==> src/inc/dtc_map.svh <==
`ifndef DTC_MAP_SVH
`define DTC_MAP_SVH

// Register addresses
`define DTC_ADDR_RUNFLAG   8'h88
`define DTC_ADDR_MODE      8'h89
`define DTC_ADDR_CNT0_LO   8'h8a
`define DTC_ADDR_CNT1_LO   8'h8b
`define DTC_ADDR_CNT0_HI   8'h8c
`define DTC_ADDR_CNT1_HI   8'h8d
`define DTC_ADDR_RATE      8'h8e
`define DTC_ADDR_IRQ_STAT  8'h9a
`define DTC_ADDR_IRQ_MASK  8'h9b

// Mode register fields
`define DTC_MODE_U1_GATE   7
`define DTC_MODE_U1_SRC    6
`define DTC_MODE_U1_MHI    5
`define DTC_MODE_U1_MLO    4
`define DTC_MODE_U0_GATE   3
`define DTC_MODE_U0_SRC    2
`define DTC_MODE_U0_MHI    1
`define DTC_MODE_U0_MLO    0

// Run and flag register fields
`define DTC_RF_OVF1        7
`define DTC_RF_RUN1        6
`define DTC_RF_OVF0        5
`define DTC_RF_RUN0        4

// Clock rate register fields
`define DTC_RATE_DIV1      4
`define DTC_RATE_DIV0      3

// Interrupt status and mask fields
`define DTC_IRQ_OVF0       0
`define DTC_IRQ_OVF1       1
`define DTC_IRQ_SPLIT      2
`define DTC_IRQ_MSB        2

// Synchronised pin vector positions
`define DTC_PIN_UNIT0_PIN_GATING      0
`define DTC_PIN_UNIT1_PIN_GATING      1
`define DTC_PIN_EVT0       2
`define DTC_PIN_EVT1       3
`define DTC_PIN_COUNT      4

// Reset values, widths, divisors
`define DTC_RST_BYTE       8'h00
`define DTC_RST_IRQ        3'h0
`define DTC_PRESCALE_MSB   4
`define DTC_DIV_FAST       4
`define DTC_DIV_SLOW       12
`define DTC_DIV_WIDTH      4

`endif

==> src/inc/dtc_pkg.sv <==
package dtc_pkg;

  typedef logic [7:0] dtc_byte_t;

  typedef enum logic [1:0] {
    DTC_M13   = 2'h0,
    DTC_M16   = 2'h1,
    DTC_M8R   = 2'h2,
    DTC_SPLIT = 2'h3
  } dtc_mode_t;

  typedef struct packed {
    dtc_byte_t lo;
    dtc_byte_t hi;
    logic      ovf;
  } dtc_cnt_t;

endpackage

==> src/rtl/dtc_prescale.sv <==
`timescale 1ns/1ps
`include "dtc_map.svh"

module dtc_prescale #(
  parameter logic [`DTC_DIV_WIDTH-1:0] FAST_DIV = `DTC_DIV_WIDTH'(`DTC_DIV_FAST),
  parameter logic [`DTC_DIV_WIDTH-1:0] SLOW_DIV = `DTC_DIV_WIDTH'(`DTC_DIV_SLOW)
) (
  input  wire logic clk,
  input  wire logic rst,
  output logic      tick_fast,
  output logic      tick_slow
);

  logic [`DTC_DIV_WIDTH-1:0] fast_q;
  logic [`DTC_DIV_WIDTH-1:0] slow_q;
  logic                      fast_end;
  logic                      slow_end;

  function automatic logic [`DTC_DIV_WIDTH-1:0] wrap(input logic [`DTC_DIV_WIDTH-1:0] c,
                                                    input logic                      last);
    wrap = last ? '0 : c + 1'b1;
  endfunction

  assign fast_end = (fast_q == FAST_DIV - 1'b1);
  assign slow_end = (slow_q == SLOW_DIV - 1'b1);

  // One-cycle enables at clock/4 and clock/12
  always_ff @(posedge clk) begin
    if (rst) begin
      fast_q    <= '0;
      slow_q    <= '0;
      tick_fast <= 1'b0;
      tick_slow <= 1'b0;
    end else begin
      fast_q    <= wrap(fast_q, fast_end);
      slow_q    <= wrap(slow_q, slow_end);
      tick_fast <= fast_end;
      tick_slow <= slow_end;
    end
  end

endmodule

==> src/rtl/dtc_pin_sync.sv <==
`timescale 1ns/1ps

module dtc_pin_sync #(
  parameter int unsigned WIDTH = 4
) (
  input  wire logic             clk,
  input  wire logic             rst,
  input  wire logic [WIDTH-1:0] pin,
  output logic      [WIDTH-1:0] level,
  output logic      [WIDTH-1:0] fall
);

  logic [WIDTH-1:0] meta_q;
  logic [WIDTH-1:0] prev_q;

  // Two flops, then a third for falling edge detection
  always_ff @(posedge clk) begin
    if (rst) begin
      meta_q <= '0;
      level  <= '0;
      prev_q <= '0;
    end else begin
      meta_q <= pin;
      level  <= meta_q;
      prev_q <= level;
    end
  end

  assign fall = prev_q & ~level;

endmodule

==> src/rtl/dtc_top.sv <==
// The implementer's own choice: the address-and-strobe port.
`timescale 1ns/1ps
`include "dtc_map.svh"

module dtc_top
  import dtc_pkg::*;
(
  input  wire logic              CLOCK,
  input  wire logic              SYS_RST,
  input  wire dtc_pkg::dtc_byte_t ADDR,
  input  wire dtc_pkg::dtc_byte_t WDATA,
  input  wire logic              WR_STB,
  input  wire logic              RD_STB,
  output dtc_pkg::dtc_byte_t     RDATA,
  input  wire logic              EXT_IRQ0_PIN,
  input  wire logic              EXT_IRQ1_PIN,
  input  wire logic              UNIT0_EVENT_PIN,
  input  wire logic              UNIT1_EVENT_PIN,
  input  wire logic              UNIT0_VECTOR_ACK,
  input  wire logic              UNIT1_VECTOR_ACK,
  output logic                   UNIT0_OVERFLOW_FLAG,
  output logic                   UNIT1_OVERFLOW_FLAG,
  output logic                   IRQ
);

  // Registers
  dtc_byte_t                timer_mode_control_q;
  dtc_byte_t                count0_low_byte_q;
  dtc_byte_t                count0_high_byte_q;
  dtc_byte_t                count1_low_byte_q;
  dtc_byte_t                count1_high_byte_q;
  logic                     unit0_run_q;
  logic                     unit1_run_q;
  logic                     unit0_overflow_flag_q;
  logic                     unit1_overflow_flag_q;
  logic                     unit0_divisor_select_q;
  logic                     unit1_divisor_select_q;
  logic [`DTC_IRQ_MSB:0]    irq_stat_q;
  logic [`DTC_IRQ_MSB:0]    irq_mask_q;
  dtc_byte_t                rdata_q;
  logic                     irq_q;

  // Next values
  dtc_byte_t                count0_low_byte_d;
  dtc_byte_t                count0_high_byte_d;
  dtc_byte_t                count1_low_byte_d;
  dtc_byte_t                count1_high_byte_d;
  logic                     unit0_overflow_flag_d;
  logic                     unit1_overflow_flag_d;
  logic [`DTC_IRQ_MSB:0]    irq_stat_d;
  logic [`DTC_IRQ_MSB:0]    irq_mask_d;
  dtc_byte_t                rdata_d;

  // Pins and prescaler
  logic [`DTC_PIN_COUNT-1:0] pin_raw;
  logic [`DTC_PIN_COUNT-1:0] pin_level;
  logic [`DTC_PIN_COUNT-1:0] pin_fall;
  logic                      tick_fast;
  logic                      tick_slow;

  // Decoded controls
  logic                     unit0_pin_gating;
  logic                     unit1_pin_gating;
  logic                     unit0_source_select;
  logic                     unit1_source_select;
  dtc_mode_t                unit0_mode;
  dtc_mode_t                unit1_mode;
  logic                     unit0_time_tick;
  logic                     unit1_time_tick;
  logic                     unit0_gate_open;
  logic                     unit1_gate_open;
  logic                     unit0_adv;
  logic                     unit1_adv;
  logic                     split_hi_adv;
  logic                     unit1_stopped;

  // Counting results
  dtc_cnt_t                 unit0_next;
  dtc_cnt_t                 unit1_next;
  logic [8:0]               split_hi_next;
  logic                     unit0_ovf_evt;
  logic                     unit1_ovf_evt;
  logic                     split_ovf_evt;
  logic                     ovf1_set;

  // Bus decode
  logic                     wr_runflag;
  logic                     wr_mode;
  logic                     wr_c0_lo;
  logic                     wr_c0_hi;
  logic                     wr_c1_lo;
  logic                     wr_c1_hi;
  logic                     wr_rate;
  logic                     wr_stat;
  logic                     wr_mask;
  dtc_byte_t                runflag_view;
  dtc_byte_t                rate_view;
  logic [`DTC_IRQ_MSB:0]    irq_events;

  // Byte increment with carry out in the top bit
  function automatic logic [8:0] inc8(input dtc_byte_t b);
    inc8 = {&b, b + 8'h01};
  endfunction

  // Register select by address
  function automatic logic sel(input dtc_byte_t a, input dtc_byte_t want, input logic stb);
    sel = stb && (a == want);
  endfunction

  // One counting step of a unit in the given mode
  function automatic dtc_cnt_t cnt_step(input dtc_mode_t m,
                                       input dtc_byte_t lo,
                                       input dtc_byte_t hi);
    dtc_cnt_t                   r;
    logic [`DTC_PRESCALE_MSB:0] pre;
    logic [8:0]                 t;
    r   = '{lo: lo, hi: hi, ovf: 1'b0};
    pre = lo[`DTC_PRESCALE_MSB:0];
    t   = inc8(lo);
    case (m)
      DTC_M13: begin
        r.lo[`DTC_PRESCALE_MSB:0] = pre + 1'b1;
        if (&pre) begin
          t     = inc8(hi);
          r.hi  = t[7:0];
          r.ovf = t[8];
        end
      end
      DTC_M16: begin
        r.lo  = t[7:0];
        if (t[8]) begin
          t     = inc8(hi);
          r.hi  = t[7:0];
          r.ovf = t[8];
        end
      end
      DTC_M8R: begin
        r.lo  = t[8] ? hi : t[7:0];
        r.ovf = t[8];
      end
      default: begin
        r.lo  = t[7:0];
        r.ovf = t[8];
      end
    endcase
    return r;
  endfunction

  assign pin_raw[`DTC_PIN_UNIT0_PIN_GATING] = EXT_IRQ0_PIN;
  assign pin_raw[`DTC_PIN_UNIT1_PIN_GATING] = EXT_IRQ1_PIN;
  assign pin_raw[`DTC_PIN_EVT0]  = UNIT0_EVENT_PIN;
  assign pin_raw[`DTC_PIN_EVT1]  = UNIT1_EVENT_PIN;

  dtc_pin_sync #(
    .WIDTH (`DTC_PIN_COUNT)
  ) u_sync (
    .clk   (CLOCK),
    .rst   (SYS_RST),
    .pin   (pin_raw),
    .level (pin_level),
    .fall  (pin_fall)
  );

  dtc_prescale #(
    .FAST_DIV (`DTC_DIV_WIDTH'(`DTC_DIV_FAST)),
    .SLOW_DIV (`DTC_DIV_WIDTH'(`DTC_DIV_SLOW))
  ) u_pre (
    .clk       (CLOCK),
    .rst       (SYS_RST),
    .tick_fast (tick_fast),
    .tick_slow (tick_slow)
  );

  // Mode register fields
  assign unit1_pin_gating    = timer_mode_control_q[`DTC_MODE_U1_GATE];
  assign unit1_source_select = timer_mode_control_q[`DTC_MODE_U1_SRC];
  assign unit1_mode          = dtc_mode_t'({timer_mode_control_q[`DTC_MODE_U1_MHI],
                                            timer_mode_control_q[`DTC_MODE_U1_MLO]});
  assign unit0_pin_gating    = timer_mode_control_q[`DTC_MODE_U0_GATE];
  assign unit0_source_select = timer_mode_control_q[`DTC_MODE_U0_SRC];
  assign unit0_mode          = dtc_mode_t'({timer_mode_control_q[`DTC_MODE_U0_MHI],
                                            timer_mode_control_q[`DTC_MODE_U0_MLO]});

  // Time base per unit
  assign unit0_time_tick = unit0_divisor_select_q ? tick_fast : tick_slow;
  assign unit1_time_tick = unit1_divisor_select_q ? tick_fast : tick_slow;

  // Gating by run bit and optional pin level
  assign unit0_gate_open = unit0_run_q &&
                           (!unit0_pin_gating || pin_level[`DTC_PIN_UNIT0_PIN_GATING]);
  assign unit1_gate_open = unit1_run_q &&
                           (!unit1_pin_gating || pin_level[`DTC_PIN_UNIT1_PIN_GATING]);
  assign unit1_stopped   = (unit1_mode == DTC_SPLIT);

  // Advance enables; divisor select ignored when counting pin events
  assign unit0_adv = unit0_gate_open &&
                     (unit0_source_select ? pin_fall[`DTC_PIN_EVT0] : unit0_time_tick);
  assign unit1_adv = unit1_gate_open && !unit1_stopped &&
                     (unit1_source_select ? pin_fall[`DTC_PIN_EVT1] : unit1_time_tick);
  // Split mode high byte: timer only, run by unit 1's run bit
  assign split_hi_adv = (unit0_mode == DTC_SPLIT) && unit1_run_q && unit0_time_tick;

  // Independent count steps for each unit
  assign unit0_next    = cnt_step(unit0_mode, count0_low_byte_q, count0_high_byte_q);
  assign unit1_next    = cnt_step(unit1_mode, count1_low_byte_q, count1_high_byte_q);
  assign split_hi_next = inc8(count0_high_byte_q);

  assign unit0_ovf_evt = unit0_adv && unit0_next.ovf;
  assign unit1_ovf_evt = unit1_adv && unit1_next.ovf;
  assign split_ovf_evt = split_hi_adv && split_hi_next[8];
  assign ovf1_set      = unit1_ovf_evt || split_ovf_evt;

  // Bus write decode
  assign wr_runflag = sel(ADDR, `DTC_ADDR_RUNFLAG, WR_STB);
  assign wr_mode    = sel(ADDR, `DTC_ADDR_MODE, WR_STB);
  assign wr_c0_lo   = sel(ADDR, `DTC_ADDR_CNT0_LO, WR_STB);
  assign wr_c0_hi   = sel(ADDR, `DTC_ADDR_CNT0_HI, WR_STB);
  assign wr_c1_lo   = sel(ADDR, `DTC_ADDR_CNT1_LO, WR_STB);
  assign wr_c1_hi   = sel(ADDR, `DTC_ADDR_CNT1_HI, WR_STB);
  assign wr_rate    = sel(ADDR, `DTC_ADDR_RATE, WR_STB);
  assign wr_stat    = sel(ADDR, `DTC_ADDR_IRQ_STAT, WR_STB);
  assign wr_mask    = sel(ADDR, `DTC_ADDR_IRQ_MASK, WR_STB);

  // Count bytes: a software write to a byte wins over counting of that byte
  assign count0_low_byte_d  = wr_c0_lo ? WDATA :
                              unit0_adv ? unit0_next.lo : count0_low_byte_q;
  assign count0_high_byte_d = wr_c0_hi ? WDATA :
                              split_hi_adv ? split_hi_next[7:0] :
                              (unit0_adv && unit0_mode != DTC_SPLIT) ? unit0_next.hi :
                              count0_high_byte_q;
  assign count1_low_byte_d  = wr_c1_lo ? WDATA :
                              unit1_adv ? unit1_next.lo : count1_low_byte_q;
  assign count1_high_byte_d = wr_c1_hi ? WDATA :
                              unit1_adv ? unit1_next.hi : count1_high_byte_q;

  // Overflow flags: hardware set wins over acknowledge or software clear
  assign unit0_overflow_flag_d =
    unit0_ovf_evt ||
    (wr_runflag ? WDATA[`DTC_RF_OVF0] :
     (unit0_overflow_flag_q && !UNIT0_VECTOR_ACK));
  assign unit1_overflow_flag_d =
    ovf1_set ||
    (wr_runflag ? WDATA[`DTC_RF_OVF1] :
     (unit1_overflow_flag_q && !UNIT1_VECTOR_ACK));

  // Sticky interrupt status, write one to clear, set wins
  assign irq_events[`DTC_IRQ_OVF0]  = unit0_ovf_evt;
  assign irq_events[`DTC_IRQ_OVF1]  = unit1_ovf_evt;
  assign irq_events[`DTC_IRQ_SPLIT] = split_ovf_evt;
  assign irq_stat_d = irq_events |
                      (irq_stat_q & ~(wr_stat ? WDATA[`DTC_IRQ_MSB:0] : `DTC_RST_IRQ));
  // Mask change reaches the interrupt pin at its write edge, as status does
  assign irq_mask_d = wr_mask ? WDATA[`DTC_IRQ_MSB:0] : irq_mask_q;

  // Read views
  assign runflag_view = {unit1_overflow_flag_q, unit1_run_q,
                         unit0_overflow_flag_q, unit0_run_q, 4'h0};
  assign rate_view    = {3'h0, unit1_divisor_select_q, unit0_divisor_select_q, 3'h0};

  always_comb begin
    rdata_d = `DTC_RST_BYTE;
    if (RD_STB) begin
      case (ADDR)
        `DTC_ADDR_RUNFLAG:  rdata_d = runflag_view;
        `DTC_ADDR_MODE:     rdata_d = timer_mode_control_q;
        `DTC_ADDR_CNT0_LO:  rdata_d = count0_low_byte_q;
        `DTC_ADDR_CNT1_LO:  rdata_d = count1_low_byte_q;
        `DTC_ADDR_CNT0_HI:  rdata_d = count0_high_byte_q;
        `DTC_ADDR_CNT1_HI:  rdata_d = count1_high_byte_q;
        `DTC_ADDR_RATE:     rdata_d = rate_view;
        `DTC_ADDR_IRQ_STAT: rdata_d = {5'h00, irq_stat_q};
        `DTC_ADDR_IRQ_MASK: rdata_d = {5'h00, irq_mask_q};
        default:            rdata_d = `DTC_RST_BYTE;
      endcase
    end
  end

  // Control registers
  always_ff @(posedge CLOCK) begin
    if (SYS_RST) begin
      timer_mode_control_q   <= `DTC_RST_BYTE;
      unit0_run_q            <= 1'b0;
      unit1_run_q            <= 1'b0;
      unit0_divisor_select_q <= 1'b0;
      unit1_divisor_select_q <= 1'b0;
      irq_mask_q             <= `DTC_RST_IRQ;
    end else begin
      if (wr_mode) begin
        timer_mode_control_q <= WDATA;
      end
      if (wr_runflag) begin
        unit0_run_q <= WDATA[`DTC_RF_RUN0];
        unit1_run_q <= WDATA[`DTC_RF_RUN1];
      end
      if (wr_rate) begin
        unit0_divisor_select_q <= WDATA[`DTC_RATE_DIV0];
        unit1_divisor_select_q <= WDATA[`DTC_RATE_DIV1];
      end
      if (wr_mask) begin
        irq_mask_q <= WDATA[`DTC_IRQ_MSB:0];
      end
    end
  end

  // Counter bytes and flags
  always_ff @(posedge CLOCK) begin
    if (SYS_RST) begin
      count0_low_byte_q     <= `DTC_RST_BYTE;
      count0_high_byte_q    <= `DTC_RST_BYTE;
      count1_low_byte_q     <= `DTC_RST_BYTE;
      count1_high_byte_q    <= `DTC_RST_BYTE;
      unit0_overflow_flag_q <= 1'b0;
      unit1_overflow_flag_q <= 1'b0;
      irq_stat_q            <= `DTC_RST_IRQ;
    end else begin
      count0_low_byte_q     <= count0_low_byte_d;
      count0_high_byte_q    <= count0_high_byte_d;
      count1_low_byte_q     <= count1_low_byte_d;
      count1_high_byte_q    <= count1_high_byte_d;
      unit0_overflow_flag_q <= unit0_overflow_flag_d;
      unit1_overflow_flag_q <= unit1_overflow_flag_d;
      irq_stat_q            <= irq_stat_d;
    end
  end

  // Registered outputs
  always_ff @(posedge CLOCK) begin
    if (SYS_RST) begin
      rdata_q             <= `DTC_RST_BYTE;
      irq_q               <= 1'b0;
      UNIT0_OVERFLOW_FLAG <= 1'b0;
      UNIT1_OVERFLOW_FLAG <= 1'b0;
    end else begin
      rdata_q             <= rdata_d;
      irq_q               <= |(irq_stat_d & irq_mask_d);
      UNIT0_OVERFLOW_FLAG <= unit0_overflow_flag_d;
      UNIT1_OVERFLOW_FLAG <= unit1_overflow_flag_d;
    end
  end

  assign RDATA = rdata_q;
  assign IRQ   = irq_q;

endmodule

==> config.mk <==
export PLATFORM = sky130hd
export DESIGN_NAME = dtc_top
export DESIGN_NICKNAME = d
export VERILOG_FILES = /design/src/inc/dtc_pkg.sv /design/src/rtl/dtc_prescale.sv /design/src/rtl/dtc_pin_sync.sv /design/src/rtl/dtc_top.sv
export VERILOG_INCLUDE_DIRS = /design/src /design/src/inc
export SDC_FILE = /design/constraint.sdc
export NUM_CORES = 1
export LEC_CHECK = 0
export BUFFER_PORTS_ARGS = -buffer_cell sky130_fd_sc_hd__buf_2
export CAP_MARGIN = 20
export CORE_ASPECT_RATIO = 2
export CORE_MARGIN = 2
export CORE_UTILIZATION = 40
export CTS_CLUSTER_SIZE = 25
export DETAILED_ROUTE_END_ITERATION = 8
export PLACE_DENSITY = 0.68
export SETUP_SLACK_MARGIN = 0.4
export SLEW_MARGIN = 25
export SYNTH_ARGS = -nofsm -noshare
export SYNTH_HDL_FRONTEND = slang
export SYNTH_SLANG_ARGS = --single-unit
==> constraint.sdc <==
create_clock -name CLOCK -period 2.35 [get_ports CLOCK]
set_input_delay 0.3525 -clock CLOCK [delete_from_list [all_inputs] [get_ports CLOCK]]
set_output_delay 0.3525 -clock CLOCK [all_outputs]
set_load 0.01 [all_outputs]
==> impl_metrics.ini, run 1 <==
[finish]
utilization_pct = 47.7
fin_nets = 608
final_cells = 721
area_growth_pct = 16.5
fill_cells = 1091
antennaDiodeCount = 0
multi_input_area_mm2 = 0.00268
layout-drive-gt1-share_pct = 20.3
regArea_mm2 = 0.00163

[placed_design]
port_buffers = 36
dp_hpwl_mm = 11.5
place.gp.congestion = 0.967
dp.cells = 703

[synth]
synth_fp_nets = 564
async_reset_ff_share_pct = 0
netlist.top_cell.by_area = dfxtp_1
synth_top_area_share_pct = 36.7
ys_ff_latch = 81
ys_seq_area_share_pct = 36.7
synthDistinctLibCells = 70
synth_area_mm2 = 0.00442
ys_top_cells_by_area = dfxtp_1 (37%), mux2i_1 (5.2%), nor2_1 (5.2%)
syn_area_per_cell_um2 = 8.31
post-synth-top-count-cell = dfxtp_1
synthFlopType = dfxtp_1
yosysWarnings = 0
syn_inst = 532
synth-edff-count = 0
synthTopCellsByCount = dfxtp_1 (81), nor2_1 (61), nand2_1 (59)

[sta]
relSlewSlack_pct = 57.7
fin_setup_tns_ns = 0
skew_ns = 0.00409
fmax_ghz = 0.529
worst_pin_slew_ns = 0.634
whs_ns = 0.215
finalCritPeriodShare_pct = 80.4
period_minus_slack_ns = 1.89
rsz0062_at_grt = true
setup_violations = 0
drv_slew = 0
hold_viol = 0

[detailed_routing]
post_drt_wl_per_cell_um = 21.1
via_count = 4372
firstDrtPassIters = 5
ant_nets = 0
totalWireLength_mm = 15.2
route.detailed.drc = 0
avgViaCountPerCell = 6.06
first_iter_violations = 326

[global_route]
antenna_found_initial = 0
grt_pass1_wl_mm = 23.3
grt-ovfl-total = 0
grt_max_degree = 28
grt_pass1_vias = 4341
grt_usage_pct = 26.0

[clocking]
cts_buffer_depth = 2
cts_made_buffers = 9
hold_buffers = 0
clk_pin_slew_ns = 0.06
clkLatencyLatePin_ns = 0.34
root_buffer = clkbuf_16
htree_levels = 3
clkSinkCount = 81
cts_tree = yes

[power]
p_leak_uw = 0.00188
p_per_area_mw_per_mm2 = 560
vdd.ir_drop.worst_uv = 438

[critical_path]
critPathArrivalTime_ns = 2.13
crit_type = register to register
crit_path_max_fanout = 4
cp.required_ns = 2.59
crit_path_end_kind = register
setup.worst_path.start_class = register
critical_path.slowest_cell = o211ai_1
r2r_cells = 6
max_stage_delay_ns = 0.37
cp_cell_sequence = mux2_4 -> or2_4 -> and3_4 -> o211ai_1 -> o31ai_1 -> a21o_1

[floorplan]
ios = 37
die_h_um = 153
start_util_pct = 40.9
fp.dieW_um = 78.4
core_region_area_mm2 = 0.0108
die-area_mm2 = 0.0120
rows = 54

[worst_hold_path]
holdCritPathClass = input port to register
min_path_cells = 2

[outcome]
status = finished, final reports clean

[run]
cap_violations = 0
[stage by stage]
stage	total power (µW)	cell area [µm²]	worst slack [ns]
6_report	2880	5150	0.461
2_1_floorplan	1510	4420	0.527
3_5_place_dp	1580	4780	0.223
4_1_cts	2900	5080	0.403
5_1_grt	2980	5150	0.383
3_3_place_gp	1580	4780	0.287
[registers in the layout, indices dropped and copies added, names as in the netlist, 2 cells and up]
| name | flops |
|---|---|
| u_pre.slow_q | 4 |
| u_sync.meta_q | 4 |
| irq_mask_q | 3 |
| u_sync.level | 4 |
| u_pre.fast_q | 4 |
| RDATA | 8 |
| count1_high_byte_q | 8 |
| u_sync.prev_q | 2 |
| timer_mode_control_q | 8 |
| irq_stat_q | 3 |
| count1_low_byte_q | 8 |
| count0_low_byte_q | 8 |
| count0_high_byte_q | 8 |
[cell type report]
cell class	instances	share of cell area (%)
tap	140	3.40
clock inverter	7	1.07
clock buffer	9	4.37
multi-input combinational	415	51.9
inverter	10	0.729
sequential	81	31.6
timing repair buffer	59	6.85
[final timing paths]
kind	start	endpoint	slack [ns]
worst min register to register	u_sync.meta_q[1]$_SDFF_PP0_	u_sync.level[1]$_SDFF_PP0_	0.44
worst min-delay path	EXT_IRQ1_PIN	u_sync.meta_q[1]$_SDFF_PP0_	0.22
worst max-delay path	unit0_divisor_select_q$_SDFFE_PP0P_	count0_high_byte_q[6]$_SDFFE_PP0P_	0.46
worst max register to register	unit0_divisor_select_q$_SDFFE_PP0P_	count0_high_byte_q[6]$_SDFFE_PP0P_	0.46
[critical path: cells and delay by family, from the launching register on]
family | cells | cell delay (ns)
flops | 1 | 0.34
compound gates | 3 | 0.67
simple gates | 2 | 0.43
mux | 1 | 0.33
[where the power goes]
group	switching, µW	internal, µW	total [µW]	leakage, µW
Combinational	100	50.6	151	0.00109
Clock	609	722	1330	0.000132
Sequential	9.98	1390	1400	0.000659
[layout by cell type, fill, tap and decap left out, types with 3 or more instances in the layout]
cell type and instances:
dfxtp_1 74, nand2_1 59, a22o_1 3, ha_1 5, nand3_1 36, nand2b_1 5, nor3_1 11, buf_2 36
a211oi_1 13, nand4_1 6, a31o_2 4, and4bb_2 3, a21o_1 5, mux2i_1 23, nand3b_1 3, buf_4 23
and2_1 6, clkbuf_16 9, inv_1 10, nor2_1 61, a21oi_1 34, dfxtp_2 7, xnor2_1 8, and3_1 10
nor2b_1 14, a221oi_1 3, clkinv_4 3, xor2_1 4, o22ai_1 7, o21ai_0 16, a22oi_1 11, nor3_2 5
nor3b_1 4, o211ai_1 5, o31ai_1 5, mux2_2 4
[cells by family (layout without fill, tap and decap cells)]
family | count (synthesis) | in the layout | synth area share (%)
mux | 29 | 29 | 7.07
fa+ha+maj | 6 | 6 | 1.70
flops | 81 | 81 | 36.7
xor+xnor | 12 | 12 | 2.38
compound gates | 129 | 129 | 19.8
buf+inv | 36 | 85 | 4.27
simple gates | 239 | 239 | 28.1
[routing by layer]
| metal | up-vias | GRT usage, % | wire length, µm |
|---|---|---|---|
| met1 | 2078 | 24.7 | 5050 |
| met2 | 183 | 47.0 | 8090 |
| met3 | 74 | 4.27 | 761 |
| li1 | 2037 | - | - |
| met5 | - | 0 | 0 |
| met4 | 0 | 21.6 | 1290 |
[what timing repair did]
action	CTS	global route
gates cloned	0	0
setup buffers	0	2
setup endpoints to repair	12	20
pin swaps	3	5
resized for setup	4	15
(Power assumes the default switching activity.)
==> run 2: changes to the inputs <==
==> constraint.sdc (replaced) <==
create_clock -name CLOCK -period 1.98 [get_ports CLOCK]
set_input_delay 0.297 -clock CLOCK [delete_from_list [all_inputs] [get_ports CLOCK]]
set_output_delay 0.297 -clock CLOCK [all_outputs]
set_load 0.01 [all_outputs]
==> run 2 against run 1 <==
  * Sequential power increased by 19%
  * Via count grew 7.5%
  * Sequential share of layout area fell by 3.7 points
  * Largest power group is now clock
  * Global-route usage increased by 1.3 points
  * Critical path depth up 1
  * Worst setup slack worse by 0.30 ns
  * Count of clock-buffer cells in the layout grew 2
  * Hold slack worse by 0.057 ns
  * Critical path type unchanged
==> impl_metrics.ini, run 2 (synthesis results as in run 1) <==
[placed_design]
place.gp.congestion = 1.01
port_buffers = 36
dp_hpwl_mm = 11.4

[detailed_routing]
firstDrtPassIters = 5
ant_nets = 0
totalWireLength_mm = 16.1
post_drt_wl_per_cell_um = 21.2
via_count = 4699
first_iter_violations = 400
route.detailed.drc = 0
avgViaCountPerCell = 6.18

[global_route]
grt-ovfl-total = 0
antenna_found_initial = 0
grt_pass1_vias = 4743
grt_usage_pct = 27.3
grt_max_degree = 42
grt_pass1_wl_mm = 24.8

[power]
p_comb_share_pct = 5.2
p_leak_uw = 0.00221
switchingPower_uw = 853
seqPwrFrac_pct = 44.2
vdd.ir_drop.worst_uv = 631
p_per_area_mw_per_mm2 = 635
internal-power_uw = 2900
power.share.clock_pct = 50.5
swShare_pct = 22.7

[clocking]
cts_buffer_depth = 2
clk_pin_slew_ns = 0.06
htree_levels = 3
root_buffer = clkbuf_16
hold_buffers = 0
clkLatencyLatePin_ns = 0.34
clkSinkCount = 81
cts_made_buffers = 9
cts_tree = yes

[worst_hold_path]
whs_endpoint = u_sync.meta_q[0]$_SDFF_PP0_
holdCritPathClass = input port to register
min_path_cells = 2
hold_start = EXT_IRQ0_PIN

[sta]
hold_viol = 0
period_minus_slack_ns = 1.82
worst_pin_slew_ns = 0.833
skew_ns = 0.00322
setup_violations = 0
finalCritPeriodShare_pct = 92.0
fmax_ghz = 0.549
drv_slew = 0
fin_setup_tns_ns = 0
rsz0062_at_grt = true
relSlewSlack_pct = 44.4

[outcome]
status = finished, final reports clean

[floorplan]
core_region_area_mm2 = 0.0108
ios = 37
die-area_mm2 = 0.0120
fp.dieW_um = 78.4
start_util_pct = 40.9
die_h_um = 153
rows = 54

[critical_path]
r2r_cells = 7
regToRegSetupSlack_ns = 0.16
crit_path_end_kind = register
timing.rr.start = count0_low_byte_q[0]$_SDFFE_PP0P_
setup.worst_path.start_class = register
cp.required_ns = 2.27
timing.rr.end = count0_high_byte_q[4]$_SDFFE_PP0P_
crit_path_max_fanout = 5
crit_type = register to register
critPathArrivalTime_ns = 2.11

[finish]
area_growth_pct = 33.5
fill_cells = 997
final_common_cell = dfxtp_1
fin_nets = 647
utilization_pct = 54.6
final_cell_mix = dfxtp_1 (65), nand2_1 (55), nor2_1 (54)
antennaDiodeCount = 0
layout-drive-gt1-share_pct = 34.5
regArea_mm2 = 0.00165
multi_input_area_mm2 = 0.00300

[run]
cap_violations = 0
[run 2: cell count changes in the layout (fill, tap and decap cells not counted), moves of 7 or more]
cell and delta:
nor2_1 -7, o21ai_0 -8, buf_6 +8, dfxtp_1 -9
buf_4 +29
[run 2: power groups by stage]
stage | clock network [µW] | registers (µW) | logic, µW
6_report | 1900 | 1660 | 197
5_1_grt | 1980 | 1660 | 209
4_1_cts | 1910 | 1660 | 187
3_5_place_dp | 0 | 1700 | 184
3_3_place_gp | 0 | 1700 | 179
2_1_floorplan | 0 | 1700 | 95.7
[run 2: worst max-delay path, cell delays in order, from the launching register on]
cell	delay [ns]
dfxtp_2	0.36
ha_4	0.16
nand4_4	0.15
a211oi_4	0.29
and3_4	0.26
o211ai_1	0.15
o31ai_1	0.29
a21o_1	0.11
[run 2: area by class of cell]
class                           count  area share, %
Clock inverter                      5           1.44
Clock buffer                       11           4.28
Timing Repair Buffer               98           11.9
Tap cell                          140           2.97
Inverter                           10          0.636
Multi-Input combinational cell    415           50.8
Sequential cell                    81           28.0
[run 2: stage by stage]
stage / worst slack (ns) / std cells / power [µW] / hold WS (ns) / instance area, µm²
finish: 0.159 / 760 / 3750 / 0.158 / 5900
global route: 0.0818 / 760 / 3840 / 0.176 / 5900
CTS: 0.197 / 750 / 3760 / 0.156 / 5620
detailed placement: 0.0103 / 719 / 1880 / 0.430 / 4950
global placement: 0.0444 / 719 / 1880 / 0.417 / 4950
floorplan: 0.337 / 532 / 1790 / 0.406 / 4470
[run 2: timing repair]
action	in CTS	in global routing
resized for setup	59	44
pin swaps	42	32
endpoints found under the hold margin	0	0
endpoints found under the setup margin	36	34
buffers inserted	15	10
[run 2: worst max-delay path by stage]
stage                     slack (ns)                                start  cells past startpoint                                 end
after detailed placement        0.01           u_sync.level[2]$_SDFF_PP0_                      6   count0_low_byte_q[0]$_SDFFE_PP0P_
final                           0.16    count0_low_byte_q[0]$_SDFFE_PP0P_                      7  count0_high_byte_q[4]$_SDFFE_PP0P_
after CTS                       0.20  unit0_divisor_select_q$_SDFFE_PP0P_                      6  count0_high_byte_q[3]$_SDFFE_PP0P_
after global placement          0.04           u_sync.level[2]$_SDFF_PP0_                      6   count0_low_byte_q[0]$_SDFFE_PP0P_
after global routing            0.08    count0_low_byte_q[0]$_SDFFE_PP0P_                      7  count0_high_byte_q[3]$_SDFFE_PP0P_
after floorplan                 0.34  unit0_divisor_select_q$_SDFFE_PP0P_                      6  count0_high_byte_q[3]$_SDFFE_PP0P_
[run 2: per-layer routing]
metal / routed length [µm] / track usage [%] / part of all wire, % / up-vias
met5: 0 / 0 / 0 / -
met4: 1590 / 20.8 / 9.8 / 0
met3: 947 / 5.51 / 5.9 / 106
met2: 8460 / 50.0 / 52 / 254
met1: 5130 / 25.6 / 32 / 2225
li1: - / - / - / 2114
==> run 3: changes to the inputs <==
--- a/config.mk
+++ b/config.mk
@@ -18,4 +18,5 @@
 export SLEW_MARGIN = 25
 export SYNTH_ARGS = -nofsm -noshare
 export SYNTH_HDL_FRONTEND = slang
+export SYNTH_HIERARCHICAL = 1
 export SYNTH_SLANG_ARGS = --single-unit
==> run 3 against run 2 <==
  * The flow now finishes with violations (negative setup slack)
  * Critical path depth unchanged
  * Hold slack improved by 0.0010 ns
  * Via count increased by 3.5%
  * Clock power decreased by 11%
  * Die area increased by 2.0%
==> impl_metrics.ini, run 3 <==
[clocking]
clkLatencyLatePin_ns = 0.35
htree_levels = 3
clk_pin_slew_ns = 0.07
cts_tree = yes
cts_made_buffers = 9
root_buffer = clkbuf_16
cts_buffer_depth = 2
clkSinkCount = 81

[synth]
synth_area_mm2 = 0.00451
syn_area_per_cell_um2 = 8.85
syn_inst = 510
yosysWarnings = 6
synth_fp_nets = 542

[outcome]
status = complete, but fails checks
violations = negative setup slack

[detailed_routing]
route.detailed.drc = 0
first_iter_violations = 425
firstDrtPassIters = 5
totalWireLength_mm = 17.3
via_count = 4864
avgViaCountPerCell = 6.32
post_drt_wl_per_cell_um = 22.4
ant_nets = 0

[critical_path]
max_stage_delay_ns = 0.50
crit_path_max_fanout = 5
critPathArrivalTime_ns = 2.28
cp.required_ns = 2.24
cp_cell_sequence = nor2b_4 -> or2b_4 -> o2111ai_4 -> o41a_1 -> buf_4 -> or4b_4 -> o311ai_1
crit_family = simple AND/OR/NAND/NOR gates
crit_type = register to register
setup.worst_path.start_class = register
critical_path.slowest_cell = o41a_1
cp_num_buf_inv = 1
crit_path_end_kind = register

[power]
p_leak_uw = 0.00257
p_total_uw = 3600
p_per_area_mw_per_mm2 = 555
vdd.ir_drop.worst_uv = 473

[sta]
skew_ns = 0.0117
rsz0062_at_grt = true
setup_violations = 3
hold_viol = 0
worst_pin_slew_ns = 0.448
fin_setup_tns_ns = -0.0796
finalCritPeriodShare_pct = 102
drv_slew = 0
period_minus_slack_ns = 2.03
fin_ws_ns = -0.0460
relSlewSlack_pct = 70.1
fmax_ghz = 0.494
whs_ns = 0.159

[finish]
final_cell_mix = buf_4 (68), dfxtp_1 (59), nor2_1 (52)
final_common_cell = buf_4
antennaDiodeCount = 0
layout-drive-gt1-share_pct = 44.8
final_cells = 770
fin_nets = 657
final_area_mm2 = 0.00649
area_growth_pct = 43.8

[run]
cap_violations = 0

[global_route]
grt_usage_pct = 28.7
grt-ovfl-total = 0
grt_max_degree = 37
grt_pass1_wl_mm = 26.4
antenna_found_initial = 0
grt_pass1_vias = 4910

[placed_design]
place.gp.congestion = 0.984
placed_cell_area_mm2 = 0.00533
port_buffers = 36
dp_hpwl_mm = 12.0
dp.cells = 719

[floorplan]
fp.dieW_um = 79.1
rows = 54
die_h_um = 154
start_util_pct = 41.2
core_region_area_mm2 = 0.0109
ios = 37
die-area_mm2 = 0.0122

[worst_hold_path]
holdCritPathClass = input port to register
## run 3: cell type report
| type | count | area, µm² |
|---|---|---|
| Multi-Input combinational cell | 396 | 3290 |
| Clock inverter | 7 | 78.8 |
| Timing Repair Buffer | 129 | 1020 |
| Sequential cell | 81 | 1660 |
| Inverter | 8 | 37.5 |
| Tap cell | 140 | 175 |
| Clock buffer | 9 | 225 |
| Fill cell | 935 | 4460 |
## run 3: worst paths after layout
check | from | endpoint | slack, ns | cells after the start
max | u_sync/prev_q[2]$_SDFF_PP0_ | count0_high_byte_q[0]$_SDFFE_PP0P_ | -0.05 | 7
min | EXT_IRQ0_PIN | u_sync/meta_q[0]$_SDFF_PP0_ | 0.16 | 2
max reg2reg | u_sync/prev_q[2]$_SDFF_PP0_ | count0_high_byte_q[0]$_SDFFE_PP0P_ | -0.05 | 7
min reg2reg | u_sync/meta_q[0]$_SDFF_PP0_ | u_sync/level[0]$_SDFF_PP0_ | 0.44 | 1
## run 3: metal layers
metal	vias up	global-route usage, %	part of all wire, %
met5	-	0	0
li1	2173	-	-
met2	266	49.0	50
met3	117	5.02	5.7
met4	0	26.9	11
met1	2308	28.3	33
## run 3: report_power, final
| group | total, µW | switching (µW) | internal, µW |
|---|---|---|---|
| Combinational | 236 | 143 | 92.5 |
| Clock | 1700 | 796 | 903 |
| Sequential | 1670 | 20.6 | 1650 |
## run 3: metrics by stage
stage | setup slack [ns] | util, %
after global placement | -0.0549 | 48.7
after floorplan | -0.0483 | -
after global routing | -0.108 | 59.3
after detailed placement | -0.0775 | 48.7
final | -0.0460 | 59.3
after CTS | 0.000380 | 55.7
## run 3: worst reg2reg max path, cell delays in order (launching register included)
cell	delay, ns
dfxtp_2	0.32
nor2b_4	0.12
or2b_4	0.14
o2111ai_4	0.15
o41a_1	0.50
buf_4	0.17
or4b_4	0.47
o311ai_1	0.08
## run 3: repair_timing
action | in CTS | in global routing
hold buffers | 0 | 0
endpoints found under the setup margin | 37 | 42
gates resized for setup | 63 | 65
setup buffers | 24 | 10
pin swaps | 50 | 28
gates cloned | 1 | 0
